### src/prg_pkg.sv
// Shared constants and types for the pattern generator and detector
package prg_pkg;
    localparam int GEN_W = 32;
    localparam int LEN_W = 5;
    typedef logic [GEN_W-1:0] prg_word_t;
    typedef logic [LEN_W-1:0] prg_len_t;
    typedef logic [7:0] prg_byte_t;
    typedef logic [1:0] prg_rsel_t;
    typedef logic [5:0] prg_cnt6_t;
    // Generator shift register value after reset
    localparam prg_word_t GEN_RESET_VALUE = 32'hFFFFFFFF;
    // Error-free bit periods needed before lock
    localparam prg_cnt6_t SYNC_BITS = 6'h30;
    // Loss-of-lock window and error threshold
    localparam prg_cnt6_t LOSS_WIN_BITS = 6'h30;
    localparam prg_cnt6_t LOSS_ERRS = 6'h06;
    // Readout select codes
    localparam prg_rsel_t RSEL_BITS = 2'h0;
    localparam prg_rsel_t RSEL_ERRS = 2'h1;
    localparam prg_rsel_t RSEL_RCVD = 2'h2;
    localparam prg_rsel_t RSEL_STAT = 2'h3;
    // Periodic latch interval
    localparam int CLK_PERIOD_NS = 4;
    localparam int AUTO_LATCH_PERIOD_MS = 1000;
    localparam int AUTO_LATCH_CYCLES_DEF = AUTO_LATCH_PERIOD_MS * 1000000 / CLK_PERIOD_NS;
    // Two-entry buffer occupancy after reset and when full
    localparam logic [1:0] BUF_EMPTY = 2'h0;
    localparam logic [1:0] BUF_FULL = 2'h2;
    typedef enum logic [2:0] {
        DET_FILL = 3'h1,
        DET_VERIFY = 3'h2,
        DET_LOCK = 3'h4
    } prg_det_state_t;
endpackage : prg_pkg

### src/prg_bit_if.sv
// Valid and ready carrier for one serial bit
`timescale 1ns/10ps
interface prg_bit_if;
    logic valid;
    logic ready;
    logic data;
    modport src (output valid, output data, input ready);
    modport snk (input valid, input data, output ready);
endinterface : prg_bit_if

### src/prg_top.sv
// Test pattern generator and detector for one framer channel group
// Function
// - Pseudo-random generator is a 32-bit register fed by one XOR of two stages
// - Repetitive select makes the register recirculate over the programmed length
// - Repetitive mode sends the insertion words continuously, phase not guaranteed
// - Repetitive detector captures N bits, checks 48 bits, retries, then counts
// - Detector locks to any repeat of that length, not the insertion words
// - With readout select 00 the result holds the 32 bits before the strobe
// - Counters latch on detector write, global update write or periodic update
// - Each latch presents error count, received bit count and last 32 bits
// - Egress test channels with per-channel enable form one pattern stream
// - Detector syncs to ingress test channels and then counts bit errors
// - Unframed generate fills every bit; unframed detect searches every bit
// - Receive-side generate replaces ingress data; detector then watches egress
// - Seven-bit options skip each channel's least significant bit
// - With the elastic store in path the detector reads its output
// - An elastic store slip forces the detector to lose lock
// - An all-ones trouble code locks the repetitive detector
`timescale 1ns/10ps
module prg_top #(
    parameter int AUTO_LATCH_CYCLES = prg_pkg::AUTO_LATCH_CYCLES_DEF
) (
    input logic core_clk,
    input logic reset_n,
    input logic repetitive_select,
    input prg_pkg::prg_len_t pattern_length,
    input prg_pkg::prg_len_t feedback_tap,
    input prg_pkg::prg_byte_t insertion_word_one,
    input prg_pkg::prg_byte_t insertion_word_two,
    input prg_pkg::prg_byte_t insertion_word_three,
    input prg_pkg::prg_byte_t insertion_word_four,
    input logic insertion_write,
    input logic tx_invert,
    input logic rx_invert,
    input prg_pkg::prg_rsel_t detector_readout_select,
    input logic unframed_generate,
    input logic unframed_detect,
    input logic receive_side_generate,
    input logic seven_bit_generate,
    input logic seven_bit_detect,
    input logic per_channel_enable,
    input logic elastic_store_enable,
    input logic periodic_auto_latch,
    input logic detector_reg_write,
    input logic global_update_write,
    input logic elastic_store_slip,
    input logic egress_bit_valid,
    input logic egress_data,
    input logic egress_test_sel,
    input logic egress_framing_bit,
    input logic egress_lsb,
    output logic egress_in_ready,
    output logic egress_out_valid,
    output logic egress_out_data,
    input logic egress_out_ready,
    input logic ingress_bit_valid,
    input logic receive_line_data,
    input logic elastic_store_data,
    input logic ingress_test_sel,
    input logic ingress_framing_bit,
    input logic ingress_lsb,
    output logic receive_out_valid,
    output logic receive_out_data,
    output prg_pkg::prg_word_t result_word,
    output logic detector_locked
);
    import prg_pkg::*;

    ////////////////////////////////////////////////////////////////////////////////
    // Slot selection and generator
    prg_bit_if buf_in ();
    prg_bit_if buf_out ();
    prg_word_t gen_state;
    logic gen_bit;
    logic eg_acc;
    logic eg_gslot;
    logic eg_dslot;
    logic eg_ins;
    logic rx_gslot;
    logic rx_ins;
    logic ing_slot;
    logic ing_data;
    logic gen_adv;
    logic det_valid;
    logic det_bit;

    always_comb begin
        eg_acc = egress_bit_valid & egress_in_ready;
        eg_gslot = unframed_generate | (per_channel_enable & egress_test_sel
            & ~egress_framing_bit & ~(seven_bit_generate & egress_lsb));
        eg_dslot = unframed_detect | (per_channel_enable & egress_test_sel
            & ~egress_framing_bit & ~(seven_bit_detect & egress_lsb));
        rx_gslot = unframed_generate | (per_channel_enable & ingress_test_sel
            & ~ingress_framing_bit & ~(seven_bit_generate & ingress_lsb));
        ing_slot = unframed_detect | (per_channel_enable & ingress_test_sel
            & ~ingress_framing_bit & ~(seven_bit_detect & ingress_lsb));
        eg_ins = eg_acc & eg_gslot & ~receive_side_generate;
        rx_ins = ingress_bit_valid & rx_gslot & receive_side_generate;
        gen_adv = eg_ins | rx_ins;
        ing_data = elastic_store_enable ? elastic_store_data : receive_line_data;
        if (receive_side_generate) begin
            det_valid = eg_acc & eg_dslot;
            det_bit = egress_data ^ rx_invert;
        end else begin
            det_valid = ingress_bit_valid & ing_slot;
            det_bit = ing_data ^ rx_invert;
        end
        buf_in.valid = egress_bit_valid;
        buf_in.data = eg_ins ? (gen_bit ^ tx_invert) : egress_data;
        buf_out.ready = egress_out_ready;
    end

    prg_gen_sr u_gen (
        .core_clk(core_clk),
        .reset_n(reset_n),
        .advance(gen_adv),
        .load(insertion_write),
        .repetitive(repetitive_select),
        .length(pattern_length),
        .tap(feedback_tap),
        .seed({insertion_word_four, insertion_word_three, insertion_word_two,
            insertion_word_one}),
        .state(gen_state),
        .out_bit(gen_bit)
    );

    prg_buf2 u_buf (
        .core_clk(core_clk),
        .reset_n(reset_n),
        .in_if(buf_in),
        .out_if(buf_out)
    );

    assign egress_in_ready = buf_in.ready;
    assign egress_out_valid = buf_out.valid;
    assign egress_out_data = buf_out.data;

    ////////////////////////////////////////////////////////////////////////////////
    // Receive path output
    logic rx_valid_q;
    logic rx_valid_d;
    logic rx_data_q;
    logic rx_data_d;

    always_comb begin
        rx_valid_d = ingress_bit_valid;
        rx_data_d = rx_ins ? (gen_bit ^ tx_invert) : ing_data;
    end

    always_ff @(posedge core_clk or negedge reset_n) begin
        if (!reset_n) begin
            rx_valid_q <= 1'b0;
            rx_data_q <= 1'b0;
        end else begin
            rx_valid_q <= rx_valid_d;
            rx_data_q <= rx_data_d;
        end
    end

    assign receive_out_valid = rx_valid_q;
    assign receive_out_data = rx_data_q;

    ////////////////////////////////////////////////////////////////////////////////
    // Detector synchronisation
    prg_det_state_t state_q;
    prg_det_state_t state_d;
    prg_word_t hist_q;
    prg_word_t hist_d;
    prg_cnt6_t fill_q;
    prg_cnt6_t fill_d;
    prg_cnt6_t match_q;
    prg_cnt6_t match_d;
    prg_cnt6_t win_q;
    prg_cnt6_t win_d;
    prg_cnt6_t werr_q;
    prg_cnt6_t werr_d;
    logic locked_q;
    logic locked_d;
    logic expected;
    logic mismatch;

    always_comb begin
        // Compare with own history only, so in repetitive mode any repeat of the length locks
        expected = repetitive_select ? hist_q[pattern_length]
            : (hist_q[pattern_length] ^ hist_q[feedback_tap]);
        mismatch = det_bit ^ expected;
        state_d = state_q;
        hist_d = hist_q;
        fill_d = fill_q;
        match_d = match_q;
        win_d = win_q;
        werr_d = werr_q;
        if (det_valid) begin
            hist_d = {hist_q[GEN_W-2:0], det_bit};
            case (state_q)
                DET_FILL: begin
                    fill_d = fill_q + 6'h01;
                    if (fill_q == {1'b0, pattern_length}) begin
                        state_d = DET_VERIFY;
                        match_d = 6'h00;
                    end
                end
                DET_VERIFY: begin
                    if (mismatch) begin
                        state_d = DET_FILL;
                        fill_d = 6'h00;
                    end else if (match_q == SYNC_BITS - 6'h01) begin
                        state_d = DET_LOCK;
                        win_d = 6'h00;
                        werr_d = 6'h00;
                    end else begin
                        match_d = match_q + 6'h01;
                    end
                end
                DET_LOCK: begin
                    werr_d = werr_q + {5'h00, mismatch};
                    win_d = win_q + 6'h01;
                    if (win_q == LOSS_WIN_BITS - 6'h01) begin
                        win_d = 6'h00;
                        werr_d = 6'h00;
                        if (werr_q + {5'h00, mismatch} >= LOSS_ERRS) begin
                            state_d = DET_FILL;
                            fill_d = 6'h00;
                        end
                    end
                end
                default: begin
                    state_d = DET_FILL;
                    fill_d = 6'h00;
                end
            endcase
        end
        if (elastic_store_slip) begin
            state_d = DET_FILL;
            fill_d = 6'h00;
        end
        locked_d = (state_d == DET_LOCK);
    end

    always_ff @(posedge core_clk or negedge reset_n) begin
        if (!reset_n) begin
            state_q <= DET_FILL;
            hist_q <= GEN_RESET_VALUE;
            fill_q <= 6'h00;
            match_q <= 6'h00;
            win_q <= 6'h00;
            werr_q <= 6'h00;
            locked_q <= 1'b0;
        end else begin
            state_q <= state_d;
            hist_q <= hist_d;
            fill_q <= fill_d;
            match_q <= match_d;
            win_q <= win_d;
            werr_q <= werr_d;
            locked_q <= locked_d;
        end
    end

    assign detector_locked = locked_q;

    ////////////////////////////////////////////////////////////////////////////////
    // Counters, latch and readout
    prg_word_t acc_err_q;
    prg_word_t acc_err_d;
    prg_word_t acc_bits_q;
    prg_word_t acc_bits_d;
    prg_word_t lat_err_q;
    prg_word_t lat_err_d;
    prg_word_t lat_bits_q;
    prg_word_t lat_bits_d;
    prg_word_t snap_q;
    prg_word_t snap_d;
    prg_word_t res_q;
    prg_word_t res_d;
    prg_word_t auto_q;
    prg_word_t auto_d;
    logic auto_fire;
    logic latch;
    prg_word_t err_now;
    prg_word_t bit_now;

    always_comb begin
        auto_fire = periodic_auto_latch & (auto_q == 32'(AUTO_LATCH_CYCLES - 1));
        auto_d = (periodic_auto_latch & ~auto_fire) ? auto_q + 32'h1 : 32'h0;
        latch = detector_reg_write | global_update_write | auto_fire;
        bit_now = {31'h0, det_valid & (state_q == DET_LOCK)};
        err_now = {31'h0, det_valid & (state_q == DET_LOCK) & mismatch};
        acc_err_d = acc_err_q + err_now;
        acc_bits_d = acc_bits_q + bit_now;
        lat_err_d = lat_err_q;
        lat_bits_d = lat_bits_q;
        snap_d = snap_q;
        if (latch) begin
            lat_err_d = acc_err_q + err_now;
            lat_bits_d = acc_bits_q + bit_now;
            snap_d = hist_q;
            acc_err_d = 32'h0;
            acc_bits_d = 32'h0;
        end
        if (detector_readout_select == RSEL_BITS) begin
            res_d = snap_q;
        end else if (detector_readout_select == RSEL_ERRS) begin
            res_d = lat_err_q;
        end else if (detector_readout_select == RSEL_RCVD) begin
            res_d = lat_bits_q;
        end else begin
            res_d = {29'h0, state_q};
        end
    end

    always_ff @(posedge core_clk or negedge reset_n) begin
        if (!reset_n) begin
            acc_err_q <= 32'h0;
            acc_bits_q <= 32'h0;
            lat_err_q <= 32'h0;
            lat_bits_q <= 32'h0;
            snap_q <= 32'h0;
            res_q <= 32'h0;
            auto_q <= 32'h0;
        end else begin
            acc_err_q <= acc_err_d;
            acc_bits_q <= acc_bits_d;
            lat_err_q <= lat_err_d;
            lat_bits_q <= lat_bits_d;
            snap_q <= snap_d;
            res_q <= res_d;
            auto_q <= auto_d;
        end
    end

    assign result_word = res_q;
endmodule : prg_top

### src/prg_buf2.sv
// Two-entry bit buffer with registered valid, ready and head
`timescale 1ns/10ps
module prg_buf2 (
    input logic core_clk,
    input logic reset_n,
    prg_bit_if.snk in_if,
    prg_bit_if.src out_if
);
    import prg_pkg::*;
    logic [1:0] mem_q;
    logic [1:0] mem_d;
    logic [1:0] cnt_q;
    logic [1:0] cnt_d;
    logic valid_q;
    logic valid_d;
    logic ready_q;
    logic ready_d;
    logic push;
    logic pop;
    logic [1:0] wr_idx;

    always_comb begin
        push = in_if.valid & ready_q;
        pop = valid_q & out_if.ready;
        mem_d = mem_q;
        cnt_d = cnt_q;
        wr_idx = cnt_q;
        if (pop) begin
            mem_d[0] = mem_q[1];
            cnt_d = cnt_q - 2'h1;
            wr_idx = cnt_q - 2'h1;
        end
        if (push) begin
            mem_d[wr_idx[0]] = in_if.data;
            cnt_d = cnt_d + 2'h1;
        end
        valid_d = (cnt_d != BUF_EMPTY);
        ready_d = (cnt_d != BUF_FULL);
    end

    always_ff @(posedge core_clk or negedge reset_n) begin
        if (!reset_n) begin
            mem_q <= 2'h0;
            cnt_q <= BUF_EMPTY;
            valid_q <= 1'b0;
            ready_q <= 1'b1;
        end else begin
            mem_q <= mem_d;
            cnt_q <= cnt_d;
            valid_q <= valid_d;
            ready_q <= ready_d;
        end
    end

    assign in_if.ready = ready_q;
    assign out_if.valid = valid_q;
    assign out_if.data = mem_q[0];
endmodule : prg_buf2

### src/prg_gen_sr.sv
// Generator shift register with XOR feedback or recirculation
`timescale 1ns/10ps
module prg_gen_sr (
    input logic core_clk,
    input logic reset_n,
    input logic advance,
    input logic load,
    input logic repetitive,
    input prg_pkg::prg_len_t length,
    input prg_pkg::prg_len_t tap,
    input prg_pkg::prg_word_t seed,
    output prg_pkg::prg_word_t state,
    output logic out_bit
);
    import prg_pkg::*;
    prg_word_t sr_q;
    prg_word_t sr_d;
    logic fb;

    always_comb begin
        fb = repetitive ? sr_q[length] : (sr_q[length] ^ sr_q[tap]);
        sr_d = sr_q;
        if (load) begin
            sr_d = seed;
        end else if (advance) begin
            sr_d = {sr_q[GEN_W-2:0], fb};
        end
    end

    always_ff @(posedge core_clk or negedge reset_n) begin
        if (!reset_n) begin
            sr_q <= GEN_RESET_VALUE;
        end else begin
            sr_q <= sr_d;
        end
    end

    assign state = sr_q;
    assign out_bit = sr_q[length];
endmodule : prg_gen_sr

### config.mk
export PLATFORM = sky130hd
export DESIGN_NAME = prg_top
export DESIGN_NICKNAME = d
export VERILOG_FILES = /design/src/prg_pkg.sv /design/src/prg_bit_if.sv /design/src/prg_top.sv /design/src/prg_buf2.sv /design/src/prg_gen_sr.sv
export SDC_FILE = /design/constraint.sdc
export NUM_CORES = 1
export LEC_CHECK = 0
export ABC_CLOCK_PERIOD_IN_PS = 4890
export BUFFER_PORTS_ARGS = -buffer_cell sky130_fd_sc_hd__buf_2
export CAP_MARGIN = 20
export CORE_MARGIN = 2
export CORE_UTILIZATION = 54
export CTS_BUF_LIST = sky130_fd_sc_hd__clkbuf_16
export DETAILED_ROUTE_END_ITERATION = 16
export GPL_TIMING_DRIVEN = 0
export HOLD_SLACK_MARGIN = 0.15
export PLACE_DENSITY = 0.73
export SYNTH_ARGS = -nofsm -noshare
export SYNTH_HDL_FRONTEND = slang
export SYNTH_HIERARCHICAL = 1
export SYNTH_SLANG_ARGS = --single-unit
export TNS_END_PERCENT = 5
### constraint.sdc
create_clock -name core_clk -period 4.89 [get_ports core_clk]
set_input_delay 0.489 -clock core_clk [delete_from_list [all_inputs] [get_ports core_clk]]
set_output_delay 0.489 -clock core_clk [all_outputs]
set_load 0.02 [all_outputs]
# Yosys cells after proc, flatten, opt, wreduce, memory -nomap -nowiden
# Cells that the tools add are included.
# W data, S select, Z words.
[word_totals] wordCells=163 reg_bits=324 out_inout_bits=38 input_bits=73
[classes] mux=54 add_sub_neg=9 bitwise_logic=45 n_eq_ne=18 reduce_logical=10 order_cmp=5
[op_table] operator="$mux W32" count=8
[op_table] operator="$mux W6" count=12
[op_table] operator="$add A32 B1 Y32" count=2
[op_table] operator="$pmux W6 S2" count=3
[op_table] operator="$add A32 B1 Y32 const B" count=1
[op_table] operator="$eq A32 B28 Y1 const B" count=1
[op_table] operator="$and A1 B1 Y1" count=24
[op_table] operator="$mux W3" count=7
[op_table] operator="$bmux W1 S5" count=4
[op_table] operator="$add A6 B1 Y6 const B" count=3
[op_table] operator="$pmux W6 S3" count=1
[op_table] operator="$mux W1" count=14
[op_table] operator="$eq A6 B6 Y1 const B" count=2
[op_table] operator="$lt A5 B6 Y1 const B" count=2
[op_table] operator="$ne A2 B2 Y1 const B" count=5
[op_table] operator="$reduce_bool A2 Y1" count=5
[op_table] operator="$ne A3 B3 Y1 const B" count=3
[op_table] operator="$pmux W3 S3" count=1
[op_table] operator="$not A1 Y1" count=8
[op_table] operator="$reduce_and A4 Y1" count=2
[op_table] operator="$or A1 B1 Y1" count=7
[op_table] operator="$add A6 B1 Y6" count=1
[op_table] operator="$eq A3 B3 Y1 const B" count=2
[op_table] operator="$eq A6 B5 Y1" count=1
[op_table] operator="16 further kinds" count=22

# Depth between registers and ports, before layout
# Gate-level depths: netlist of the first run.
[logic_depth] word_depth=13 ltp_mapped=20

# Modules after synthesis
# The synthesis of the first run kept the hierarchy.
[modules_own_cells] module="prg_top" seq_area_each_um2=7198.2 cells_each=1294 instances=1 area_per_inst_um2=13228.9
[modules_own_cells] module="prg_gen_sr" seq_area_each_um2=840.8 cells_each=188 instances=1 area_per_inst_um2=2072.0
[modules_own_cells] module="prg_buf2" seq_area_each_um2=151.4 cells_each=32 instances=1 area_per_inst_um2=335.3

# Worst setup path after synthesis of the first run
# No wires, ideal clock.
[synth_timing] path_kind="in2reg" start="input port feedback_tap[1]" end="register lat_err_q[31]" setup_slack_ns=0.515 required_ns=4.753 cell_stages=18 arrival_ns=4.238 path_cell_list="buf_6 > mux4_2 > mux2i_1 > or3_1 > o221a_2 > a311oi_1 > xor3_2 > buf_2 > nor3_1 > ha_1 > nand2_1 > nor4_1 > nand2_1 > or2_2 > or3_1 > nor3_1 > xnor2_1 > a21oi_1"
[synth_between] elab_chain_len=7
[synth_rtl] item="start, declared" line_no="prg_top.sv:27" text="input prg_pkg::prg_len_t feedback_tap,"
[synth_rtl] item="$bmux W1 S5" line_no="prg_top.sv:185" text=": (hist_q[pattern_length] ^ hist_q[feedback_tap]);"
[synth_rtl] item="$mux W1 (implied by the code)" line_no="prg_top.sv:185"
[synth_rtl] item="$xor A1 B1 Y1" line_no="prg_top.sv:185"
[synth_rtl] item="$mux W1" line_no="prg_top.sv:184" text="expected = repetitive_select ? hist_q[pattern_length]"
[synth_rtl] item="$xor A1 B1 Y1" line_no="prg_top.sv:186" text="mismatch = det_bit ^ expected;"
[synth_rtl] item="$and A1 B1 Y1" line_no="prg_top.sv:288" text="err_now = {31'h0, det_valid & (state_q == DET_LOCK) & mismatch};"
[synth_rtl] item="$add A32 B1 Y32" line_no="prg_top.sv:295" text="lat_err_d = acc_err_q + err_now;"
[synth_rtl] item="end signal, assigned" line_no="prg_top.sv:324" text="lat_err_q <= lat_err_d;"
[synth_rtl] item="end, declared" line_no="prg_top.sv:268" text="prg_word_t lat_err_q;"
# Every way passes these cells. The select of a mux whose other input is x is not followed.
# A chain may end at the register's enable or synchronous reset.

# Worst setup path after layout of the first run
[layout_timing] start="register hist_q[16]" end="register lat_err_q[31]"
[layout_between] elab_chain_len=7 elab_cells_between_ends=9 cone_classes="add/sub: 1; mux: 5; bitwise: 3"
[layout_rtl] item="start, declared" line_no="prg_top.sv:167" text="prg_word_t hist_q;"
[layout_rtl] item="start signal, assigned" line_no="prg_top.sv:251" text="hist_q <= hist_d;"
[layout_rtl] item="$bmux W1 S5 (on tied branches)" line_no="prg_top.sv:184, prg_top.sv:185"
[layout_rtl] item="$mux W1 (on tied branches)" line_no="prg_top.sv:184, prg_top.sv:185"
[layout_rtl] item="$xor A1 B1 Y1" line_no="prg_top.sv:185"
[layout_rtl] item="$mux W1 (*)" line_no="prg_top.sv:184"
[layout_rtl] item="$xor A1 B1 Y1 (*)" line_no="prg_top.sv:186"
[layout_rtl] item="$and A1 B1 Y1 (*)" line_no="prg_top.sv:288"
[layout_rtl] item="$add A32 B1 Y32 (*)" line_no="prg_top.sv:295"
# Every way passes the cells marked *; elsewhere a longest branch is shown, timed or not. The select of a mux whose other input is x is not followed.

==> results of run 1 <==
==> state kept, by name (all words and copies together), names as in the netlist, 32 cells and up <==
| name | count |
|---|---|
| hist_q | 32 |
| result_word | 32 |
| acc_bits_q | 32 |
| snap_q | 32 |
| lat_err_q | 32 |
| lat_bits_q | 32 |
| auto_q | 32 |
| u_gen/state | 32 |
| acc_err_q | 32 |
==> where the power goes <==
group / internal, uW / switching [uW] / leakage, uW
clock: 1590 / 1120 / 0.000579
combinational: 466 / 581 / 0.00346
sequential: 3010 / 259 / 0.00417
==> cells by family after synthesis <==
logic type      after synthesis  share of synthesized area (%)
buf+inv                     101                          2.657
mux                         160                          12.62
compound gates              215                          8.562
fa+ha+maj                    11                         0.8802
xor+xnor                    100                          5.753
flops                       324                          52.38
simple gates                603                          17.15
==> what timing repair did <==
item / CTS / global route
pin swaps: 1 / 3
hold buffers: 2 / 0
setup buffers: 0 / 5
endpoints found under the hold margin: 46 / 0
setup endpoints to repair: 15 / 12
gates resized for setup: 4 / 6
==> worst paths after layout <==
check / from / end / slack (ns)
worst max-delay path: hist_q[16]$_DFFE_PN1P_ / lat_err_q[31]$_DFFE_PN0P_ / 0.17
min in group asynchronous: reset_n / auto_q[5]$_DFF_PN0_ / 0.53
worst max register to register: hist_q[16]$_DFFE_PN1P_ / lat_err_q[31]$_DFFE_PN0P_ / 0.17
worst min-delay path: insertion_word_two[2] / u_gen/state[10]$_DFFE_PN1P_ / 0.17
max in group asynchronous: reset_n / result_word[0]$_DFF_PN0_ / 3.29
worst min register to register: auto_q[0]$_DFF_PN0_ / auto_q[0]$_DFF_PN0_ / 0.48
==> area by class of cell <==
cell class	count	share of cell area, %
inverter	29	0.6053
timing repair buffer	115	3.632
multi-input combinational	1089	39.38
clock inverter	28	1.621
tap	384	2.672
clock buffer	35	4.870
buffer	71	1.677
sequential	324	45.54
==> per-layer routing <==
| metal | wire length, um | global-route usage (%) | part of all wire [%] |
|---|---|---|---|
| met5 | 0 | 0 | 0 |
| met4 | 897 | 8.018 | 2.5 |
| met3 | 1669 | 3.784 | 4.7 |
| met2 | 17320 | 39.36 | 48 |
| met1 | 16000 | 33.26 | 45 |
==> cells in the mapped netlist (all sizes together), types with 11 or more instances <==
cell,number
dfrtp,258
nand2,228
nor2,202
mux2i,91
a21oi,78
dfstp,66
o21ai,64
clkbuf,50
xor2,50
xnor2,49
mux2,44
nand3,42
inv,29
nand4,27
mux4,25
and3,22
buf,22
nor3,20
ha,11
==> per-stage QoR <==
| stage | utilization, % | power (uW) |
|---|---|---|
| finish | 62.82 | 7025 |
| global placement | 58.14 | 4286 |
| CTS | 62.62 | 7056 |
| floorplan | - | 3931 |
| detailed placement | 58.38 | 4336 |
| global route | 62.82 | 7327 |
==> worst max-delay path, cell delays in order (launching register included) <==
cell and delay [ns]:
dfstp_2 0.58, mux4_2 0.24, mux2i_1 0.06, or3_1 0.31, o221a_2 0.13, a311oi_1 0.20, xor3_2 0.64, nor3_2 0.23
ha_2 0.26, nand2_1 0.15, nor4_4 0.43, nand2_2 0.13, or2_2 0.35, or3_4 0.38, nor3_2 0.18, xnor2_1 0.17
a21oi_1 0.09
==> flow_summary.ini, run 1 <==
[status]
status = complete, no violations

[floorplan]
coreArea_um2 = 28630
die_area_um2 = 30330
die_w_um = 174.2
floorplan.initialDensity_pct = 54.62
io_pins = 111
num_rows = 62
die_h_um = 174.2

[finish]
fin_area_um2 = 17980
final_common_cell = dfrtp_1
syn2layout_area_growth_pct = 15.01
drive_gt1_share_pct = 20.28
antenna_cells = 0
multi_input_area_um2 = 7082
instances_no_fill = 2075
fin_nets = 1749
regArea_um2 = 8190
layout_common_cells = 258 x dfrtp_1, 225 x nand2_1, 202 x nor2_1, 109 x buf_2, 91 x mux2i_1
fill_cells = 2300

[clocking]
cts_buffers = 35
clock-root-buffer = clkbuf_16
clock_sinks = 324
htreeDepth = 2
worstSkewPairLatency_ns = 0.54
clockBufferDepth = 3
cts_tree = done
clkSlewWorstSetupHoldPaths_ns = 0.06

[synthesis]
netlist_area_um2 = 15640
synthesis.area_per_instance_um2 = 10.33
yosysUniqueCellTypes = 72
yosysSeqAreaShare_pct = 52.38
synth_cells = 1514
synth_ff_type = dfrtp_1
synth.top_cell.area_share_pct = 41.29
ys_warn_count = 6
synth-edff-count = 0
synth-seq-cells = 324
synthArstFlopShare_pct = 100.0
syn_nets = 1598
netlist_top_cells_area = dfrtp_1 41%, dfstp_2 11%, mux2i_1 5.8%
synth_top_cell_by_area = dfrtp_1

[placement]
placedCellCount = 2006
gp_congestion = 0.8533
placed_cell_area_um2 = 16710
hpwl_um = 25190
port_buffers = 105
post-place-ws_ns = -0.4623

[route]
routedWlPerCell_um = 17.30
drc = 0
dr.pass1.iters = 7
wirelength_um = 35890
antenna_left = 0
drt-vias-per-instance = 5.663
num_vias = 11750
drtIter0Drc = 918

[worst_setup_path]
start_kind = register
crit_type = register to register
critPathMaxFanout = 13
reg2reg_depth = 16
worstPathArrival_ns = 5.09
worst_setup_path_end_kind = register
worstPathRequired_ns = 5.26

[timing]
finalWorstSetupSlack_ns = 0.1709
worst_pin_slew_ns = 0.7888
timing.fmax_mhz = 211.9
hold_violations = 0
fin_tns_setup_ns = 0
min_period_over_period_pct = 96.50
final-setup-viol-count = 0
slew_viol_final = 0
fin_worst_skew_ns = 0.02277
period_needed_ns = 4.719
whs_ns = 0.1728
relSlewSlack_pct = 47.42

[global_routing]
grt_pass1_wl_um = 59690
grt_max_degree = 129
grt_pass1_vias = 11760
antenna_found_initial = 0
grtUsageTotal_pct = 24.12
gr-total-overflow = 0

[power_and_ir_drop]
ir_worst_vdd_uv = 249.4
powerDensity_nw_per_um2 = 390.6
p_leak_uw = 0.008203

[worst_hold_path]
holdPathStages = 3
holdCritPathClass = input port to register

[run]
cap_violations = 0
Power figures use the tool's default switching activity.
==> run 2: changes to the inputs <==
--- a/config.mk
+++ b/config.mk
@@ -8,6 +8,7 @@
 export ABC_CLOCK_PERIOD_IN_PS = 4890
 export BUFFER_PORTS_ARGS = -buffer_cell sky130_fd_sc_hd__buf_2
 export CAP_MARGIN = 20
+export CORE_ASPECT_RATIO = 1.25
 export CORE_MARGIN = 2
 export CORE_UTILIZATION = 54
 export CTS_BUF_LIST = sky130_fd_sc_hd__clkbuf_16
==> run 2 against run 1 <==
  * Fmax is 1.0% lower
  * Via count fell by 1.1%
  * Total power is 2.1% lower
  * Cell area is 0.63% lower
  * Flip-flop and latch count did not move
  * Setup slack got worse by 0.048 ns
  * Highest routed layer is now met5
==> flow_summary.ini, run 2 (same netlist as run 1, synthesis figures left out) <==
[status]
status = complete, no violations

[timing]
slew_viol_final = 0
fin_worst_skew_ns = 0.01357
period_needed_ns = 4.767
worst_pin_slew_ns = 0.8085
relSlewSlack_pct = 46.10
hold_violations = 0
timing.fmax_mhz = 209.8
finalWorstSetupSlack_ns = 0.1230
final-setup-viol-count = 0
min_period_over_period_pct = 97.48

[floorplan]
die_w_um = 156.2
io_pins = 111
die_area_um2 = 30340
num_rows = 69
coreArea_um2 = 28490
floorplan.initialDensity_pct = 54.88
die_h_um = 194.3

[clocking]
clock_sinks = 324
htreeDepth = 2
clkSlewWorstSetupHoldPaths_ns = 0.06
cts_buffers = 34
clock-root-buffer = clkbuf_16
clockBufferDepth = 3
cts_tree = done
worstSkewPairLatency_ns = 0.51

[global_routing]
antenna_found_initial = 1
gr-total-overflow = 0
grt_max_degree = 129
grt_pass1_vias = 11900
grtUsageTotal_pct = 24.20
grt_pass1_wl_um = 59470

[finish]
final_common_cell = dfrtp_1
drive_gt1_share_pct = 19.56
layout_common_cells = 258 x dfrtp_1, 226 x nand2_1, 202 x nor2_1, 110 x buf_2, 91 x mux2i_1
final_core_util_pct = 62.73
fill_cells = 2277
fin_nets = 1746
instances_no_fill = 2042
syn2layout_area_growth_pct = 14.29
antenna_cells = 0

[route]
antenna_left = 0
wirelength_um = 35690
dr.pass1.iters = 5
drc = 0
num_vias = 11620
drtIter0Drc = 604
drt-vias-per-instance = 5.689
routedWlPerCell_um = 17.48

[worst_setup_path]
crit_path_end = lat_err_q[31]$_DFFE_PN0P_
critical_path.top_delay_family = simple AND/OR/NAND/NOR gates
start_kind = register
worstPathArrival_ns = 5.13
crit_path_cell_trace = mux4_2, mux2i_1, or3_1, o221a_2, a311oi_2, xor3_2, buf_2, nor3_2, ha_2, nand2_1, nor4_4, nand2_1, or2_2, or3_1, nor3_1, xnor2_1, a21oi_1
slowest_stage = dfstp_2
max_stage_delay_ns = 0.59
worstPathRequired_ns = 5.25
r2r_end = lat_err_q[31]$_DFFE_PN0P_
worst-r2r-setup-slack_ns = 0.12
cp_num_buf_inv = 1
crit_cells = 17
critPathMaxFanout = 10
reg2reg_depth = 17
crit_type = register to register
r2r-start = hist_q[22]$_DFFE_PN1P_
worst_setup_path_end_kind = register
setup.worst_path.start = hist_q[22]$_DFFE_PN1P_

[power_and_ir_drop]
powerDensity_nw_per_um2 = 384.9
ir_worst_vdd_uv = 265.4
p_leak_uw = 0.008186

[worst_hold_path]
holdCritPathClass = input port to register

[placement]
placedCellCount = 1977
gp_congestion = 0.8335
port_buffers = 105
post-place-ws_ns = -0.4379
hpwl_um = 25230

[run]
cap_violations = 0
## run 2: changes by cell type in the layout (fill, tap and decap cells not counted), moves of 2 or more
| cell | change |
|---|---|
| bufinv_16 | -2 |
| clkinv_1 | -3 |
| clkinv_2 | -6 |
| inv_1 | +10 |
| clkinv_4 | -3 |
| buf_4 | -3 |
| clkbuf_16 | +2 |
## run 2: per-layer routing
layer  track usage [%]  up-vias  routed length [um]
met5                 0        -                   7
met2             42.36      273               18160
met1             30.81     5733               14890
li1                  -     5543                   -
met3             3.979       66                1671
met4             7.407        2                 961
## run 2: worst min path at each step
stage                       startpoint  slack [ns]                           to  cells after the start
6_report       insertion_word_three[0]        0.20  u_gen/state[16]$_DFFE_PN1P_                      3
2_1_floorplan                  reset_n        0.19      acc_bits_q[0]$_DFF_PN0_                      0
5_1_grt        insertion_word_three[0]        0.19  u_gen/state[16]$_DFFE_PN1P_                      3
3_3_place_gp       auto_q[0]$_DFF_PN0_        0.44          auto_q[0]$_DFF_PN0_                      1
4_1_cts          insertion_word_two[2]        0.18  u_gen/state[10]$_DFFE_PN1P_                      3
3_5_place_dp       auto_q[0]$_DFF_PN0_        0.46          auto_q[0]$_DFF_PN0_                      1
## run 2: what timing repair did
action                                  4_1_cts  5_1_grt
setup buffers                                 0        2
pin swaps                                     1        2
hold endpoints to repair                     36        0
endpoints found under the setup margin       15       12
hold buffers                                  2        0
resized for setup                             3        5
## run 2: final cells by class
type	instances	area, um^2	area share, %
buffer	72	306.5	1.715
clock buffer	37	925.9	5.181
clock inverter	24	188.9	1.057
inverter	29	108.9	0.6091
multi-input combinational	1089	7076	39.59
sequential	324	8190	45.83
tap	355	444.2	2.485
timing repair buffer	112	630.6	3.529
## run 2: worst min-delay path, stage by stage
cell	delay, ns
buf_2	0.08
nand2_1	0.04
o21ai_0	0.06
## run 2: through the flow
| step | area, um^2 | power [uW] | hold slack [ns] | TNS, ns |
|---|---|---|---|---|
| 2_1_floorplan | 15640 | 3931 | 0.1934 | 0 |
| 3_3_place_gp | 16610 | 4282 | 0.4404 | -722.22 |
| 3_5_place_dp | 16680 | 4338 | 0.4581 | -4.116 |
| 4_1_cts | 17830 | 6936 | 0.1794 | 0 |
| 5_1_grt | 17870 | 7189 | 0.1886 | -0.01169 |
| 6_report | 17870 | 6879 | 0.1989 | 0 |
## run 2: power breakdown
part           switching, uW  total (uW)  internal (uW)
clock                   1050        2570           1520
combinational            581        1040            456
sequential               258        3270           3010
total                   1890        6880           4990
==> run 3: changes to the inputs <==
--- a/config.mk
+++ b/config.mk
@@ -16,6 +16,7 @@
 export GPL_TIMING_DRIVEN = 0
 export HOLD_SLACK_MARGIN = 0.15
 export PLACE_DENSITY = 0.73
+export REMOVE_ABC_BUFFERS = 1
 export SYNTH_ARGS = -nofsm -noshare
 export SYNTH_HDL_FRONTEND = slang
 export SYNTH_HIERARCHICAL = 1
==> run 3 against run 2 <==
  * Critical path depth down 1
  * Worst hold slack better by 0.0083 ns
  * Non-clock buffer count down 61
  * Total power down 1.2%
  * Flip-flop and latch count unchanged
  * Setup slack better by 0.16 ns
  * Combinational power about the same
==> flow_summary.ini, run 3 (same netlist as run 1, synthesis figures left out) <==
[route]
dr.pass1.iters = 8
antenna_left = 0
drtIter0Drc = 784
num_vias = 11240
routedWlPerCell_um = 16.80
drc = 0
drt-vias-per-instance = 5.669
wirelength_um = 33290

[global_routing]
grt_pass1_vias = 11440
grt_max_degree = 126
grtUsageTotal_pct = 22.55
antenna_found_initial = 0
grt_pass1_wl_um = 56400
gr-total-overflow = 0

[clocking]
clkSlewWorstSetupHoldPaths_ns = 0.06
cts_tree = done
htreeDepth = 2
worstSkewPairLatency_ns = 0.51
cts_buffers = 34
clock_sinks = 324
clockBufferDepth = 3
clock-root-buffer = clkbuf_16

[finish]
drive_gt1_share_pct = 20.71
fill_cells = 2301
fin_nets = 1686
final_core_util_pct = 62.39
final_common_cell = dfrtp_1
antenna_cells = 0
syn2layout_area_growth_pct = 13.68
fin_area_um2 = 17780
layout_common_cells = 258 x dfrtp_1, 226 x nand2_1, 202 x nor2_1, 108 x buf_2, 91 x mux2i_1

[worst_setup_path]
start_kind = register
critPathMaxFanout = 5
worstPathRequired_ns = 5.24
reg2reg_depth = 16
worst-r2r-setup-slack_ns = 0.29
critical_path.top_delay_family = simple AND/OR/NAND/NOR gates
worstPathArrival_ns = 4.95
cp_num_buf_inv = 0
crit_type = register to register
r2r-start = hist_q[19]$_DFFE_PN1P_
crit_path_cell_trace = mux4_2, mux2i_1, or3_1, o221a_2, a311oi_4, xor3_4, nor3_1, ha_1, nand2_1, nor4_4, nand2_1, or2_2, or3_1, nor3_1, xnor2_1, a21oi_1
max_stage_delay_ns = 0.58
worst_setup_path_end_kind = register
r2r_end = lat_err_q[31]$_DFFE_PN0P_
slowest_stage = dfstp_2

[power_and_ir_drop]
p_int_uw = 4937
p_leak_uw = 0.008164
switching_share_pct = 27.37
switchingPower_uw = 1860
seq_power_share_pct = 48.0
power.total_uw = 6797
powerDensity_nw_per_um2 = 382.4
ir_worst_vdd_uv = 250.2
pwr-share-comb_pct = 15.0
clockPowerShare_pct = 37.0

[worst_hold_path]
holdPathStages = 3
holdCritPathClass = input port to register
hp-start = insertion_word_three[2]
hold_end = u_gen/state[18]$_DFFE_PN1P_

[placement]
hpwl_um = 22070
placed_cell_area_um2 = 16520
port_buffers = 110
gp_congestion = 0.8371

[timing]
relSlewSlack_pct = 32.48
worst_pin_slew_ns = 1.013
fin_worst_skew_ns = 0.01701
slew_viol_final = 0
min_period_over_period_pct = 94.14
period_needed_ns = 4.603
hold_violations = 0
whs_ns = 0.2072
timing.fmax_mhz = 217.2
final-setup-viol-count = 0

[floorplan]
coreArea_um2 = 28490
die_w_um = 156.2
die_h_um = 194.3
floorplan.initialDensity_pct = 54.88
io_pins = 111
num_rows = 69
die_area_um2 = 30340

[status]
status = complete, no violations

[run]
cap_violations = 0
[run 3: worst register-to-register path, cell delays in order (launching register included)]
cell and delay, ns:
dfstp_2 0.58, mux4_2 0.24, mux2i_1 0.09, or3_1 0.33, o221a_2 0.15, a311oi_4 0.32, xor3_4 0.47, nor3_1 0.17
ha_1 0.24, nand2_1 0.15, nor4_4 0.28, nand2_1 0.17, or2_2 0.35, or3_1 0.40, nor3_1 0.22, xnor2_1 0.18
a21oi_1 0.10
[run 3: area by class of cell]
class	instances	area (um^2)	area share, %
clock buffers	35	875.8	4.927
multi-input cells	1090	7144	40.19
inverters	29	108.9	0.6124
well taps	355	444.2	2.499
repair buffers	123	805.8	4.533
clock inverters	26	206.4	1.161
flip-flops and latches	324	8190	46.08
[run 3: through the flow]
stage          setup TNS (ns)  setup WS, ns  std cells
3_5_place_dp           -11.97       -0.7857       1913
3_3_place_gp          -993.61        -2.684       1907
4_1_cts                     0       0.03491       1976
6_report                    0        0.2865       1982
2_1_floorplan          -9.493       -0.2589       1442
5_1_grt             -0.005673     -0.005673       1982
[run 3: power groups by stage]
stage	registers (uW)	clock network, uW	logic (uW)
2_1_floorplan	3260	0	628
3_3_place_gp	3300	0	954
3_5_place_dp	3310	0	988
4_1_cts	3260	2570	995
5_1_grt	3300	2690	1130
6_report	3260	2510	1020
[run 3: worst max-delay path by stage]
stage / cells after the start / slack (ns) / start / endpoint
after global placement: 1 / -2.68 / reset_n / result_word[16]$_DFF_PN0_
after detailed placement: 17 / -0.79 / feedback_tap[1] / lat_err_q[31]$_DFFE_PN0P_
final: 16 / 0.29 / hist_q[19]$_DFFE_PN1P_ / lat_err_q[31]$_DFFE_PN0P_
after floorplan: 5 / -0.26 / auto_q[24]$_DFF_PN0_ / lat_bits_q[0]$_DFFE_PN0P_
after CTS: 17 / 0.03 / hist_q[19]$_DFFE_PN1P_ / lat_err_q[28]$_DFFE_PN0P_
after global routing: 17 / -0.006 / hist_q[19]$_DFFE_PN1P_ / lat_err_q[28]$_DFFE_PN0P_
[run 3: repair_timing]
item,4_1_cts,5_1_grt
endpoints found under the setup margin,14,14
resized for setup,4,5
pin swaps,0,2
cloned,0,1
buffers inserted,0,3
endpoints found under the hold margin,41,0
hold buffers,2,0
[run 3: per-layer routing]
layer | track usage [%] | vias up | routed length [um]
met3 | 2.861 | 64 | 972
met1 | 29.53 | 5573 | 14350
met2 | 39.35 | 168 | 17140
met5 | 0 | - | 0
met4 | 6.558 | 0 | 824
li1 | - | 5431 | -
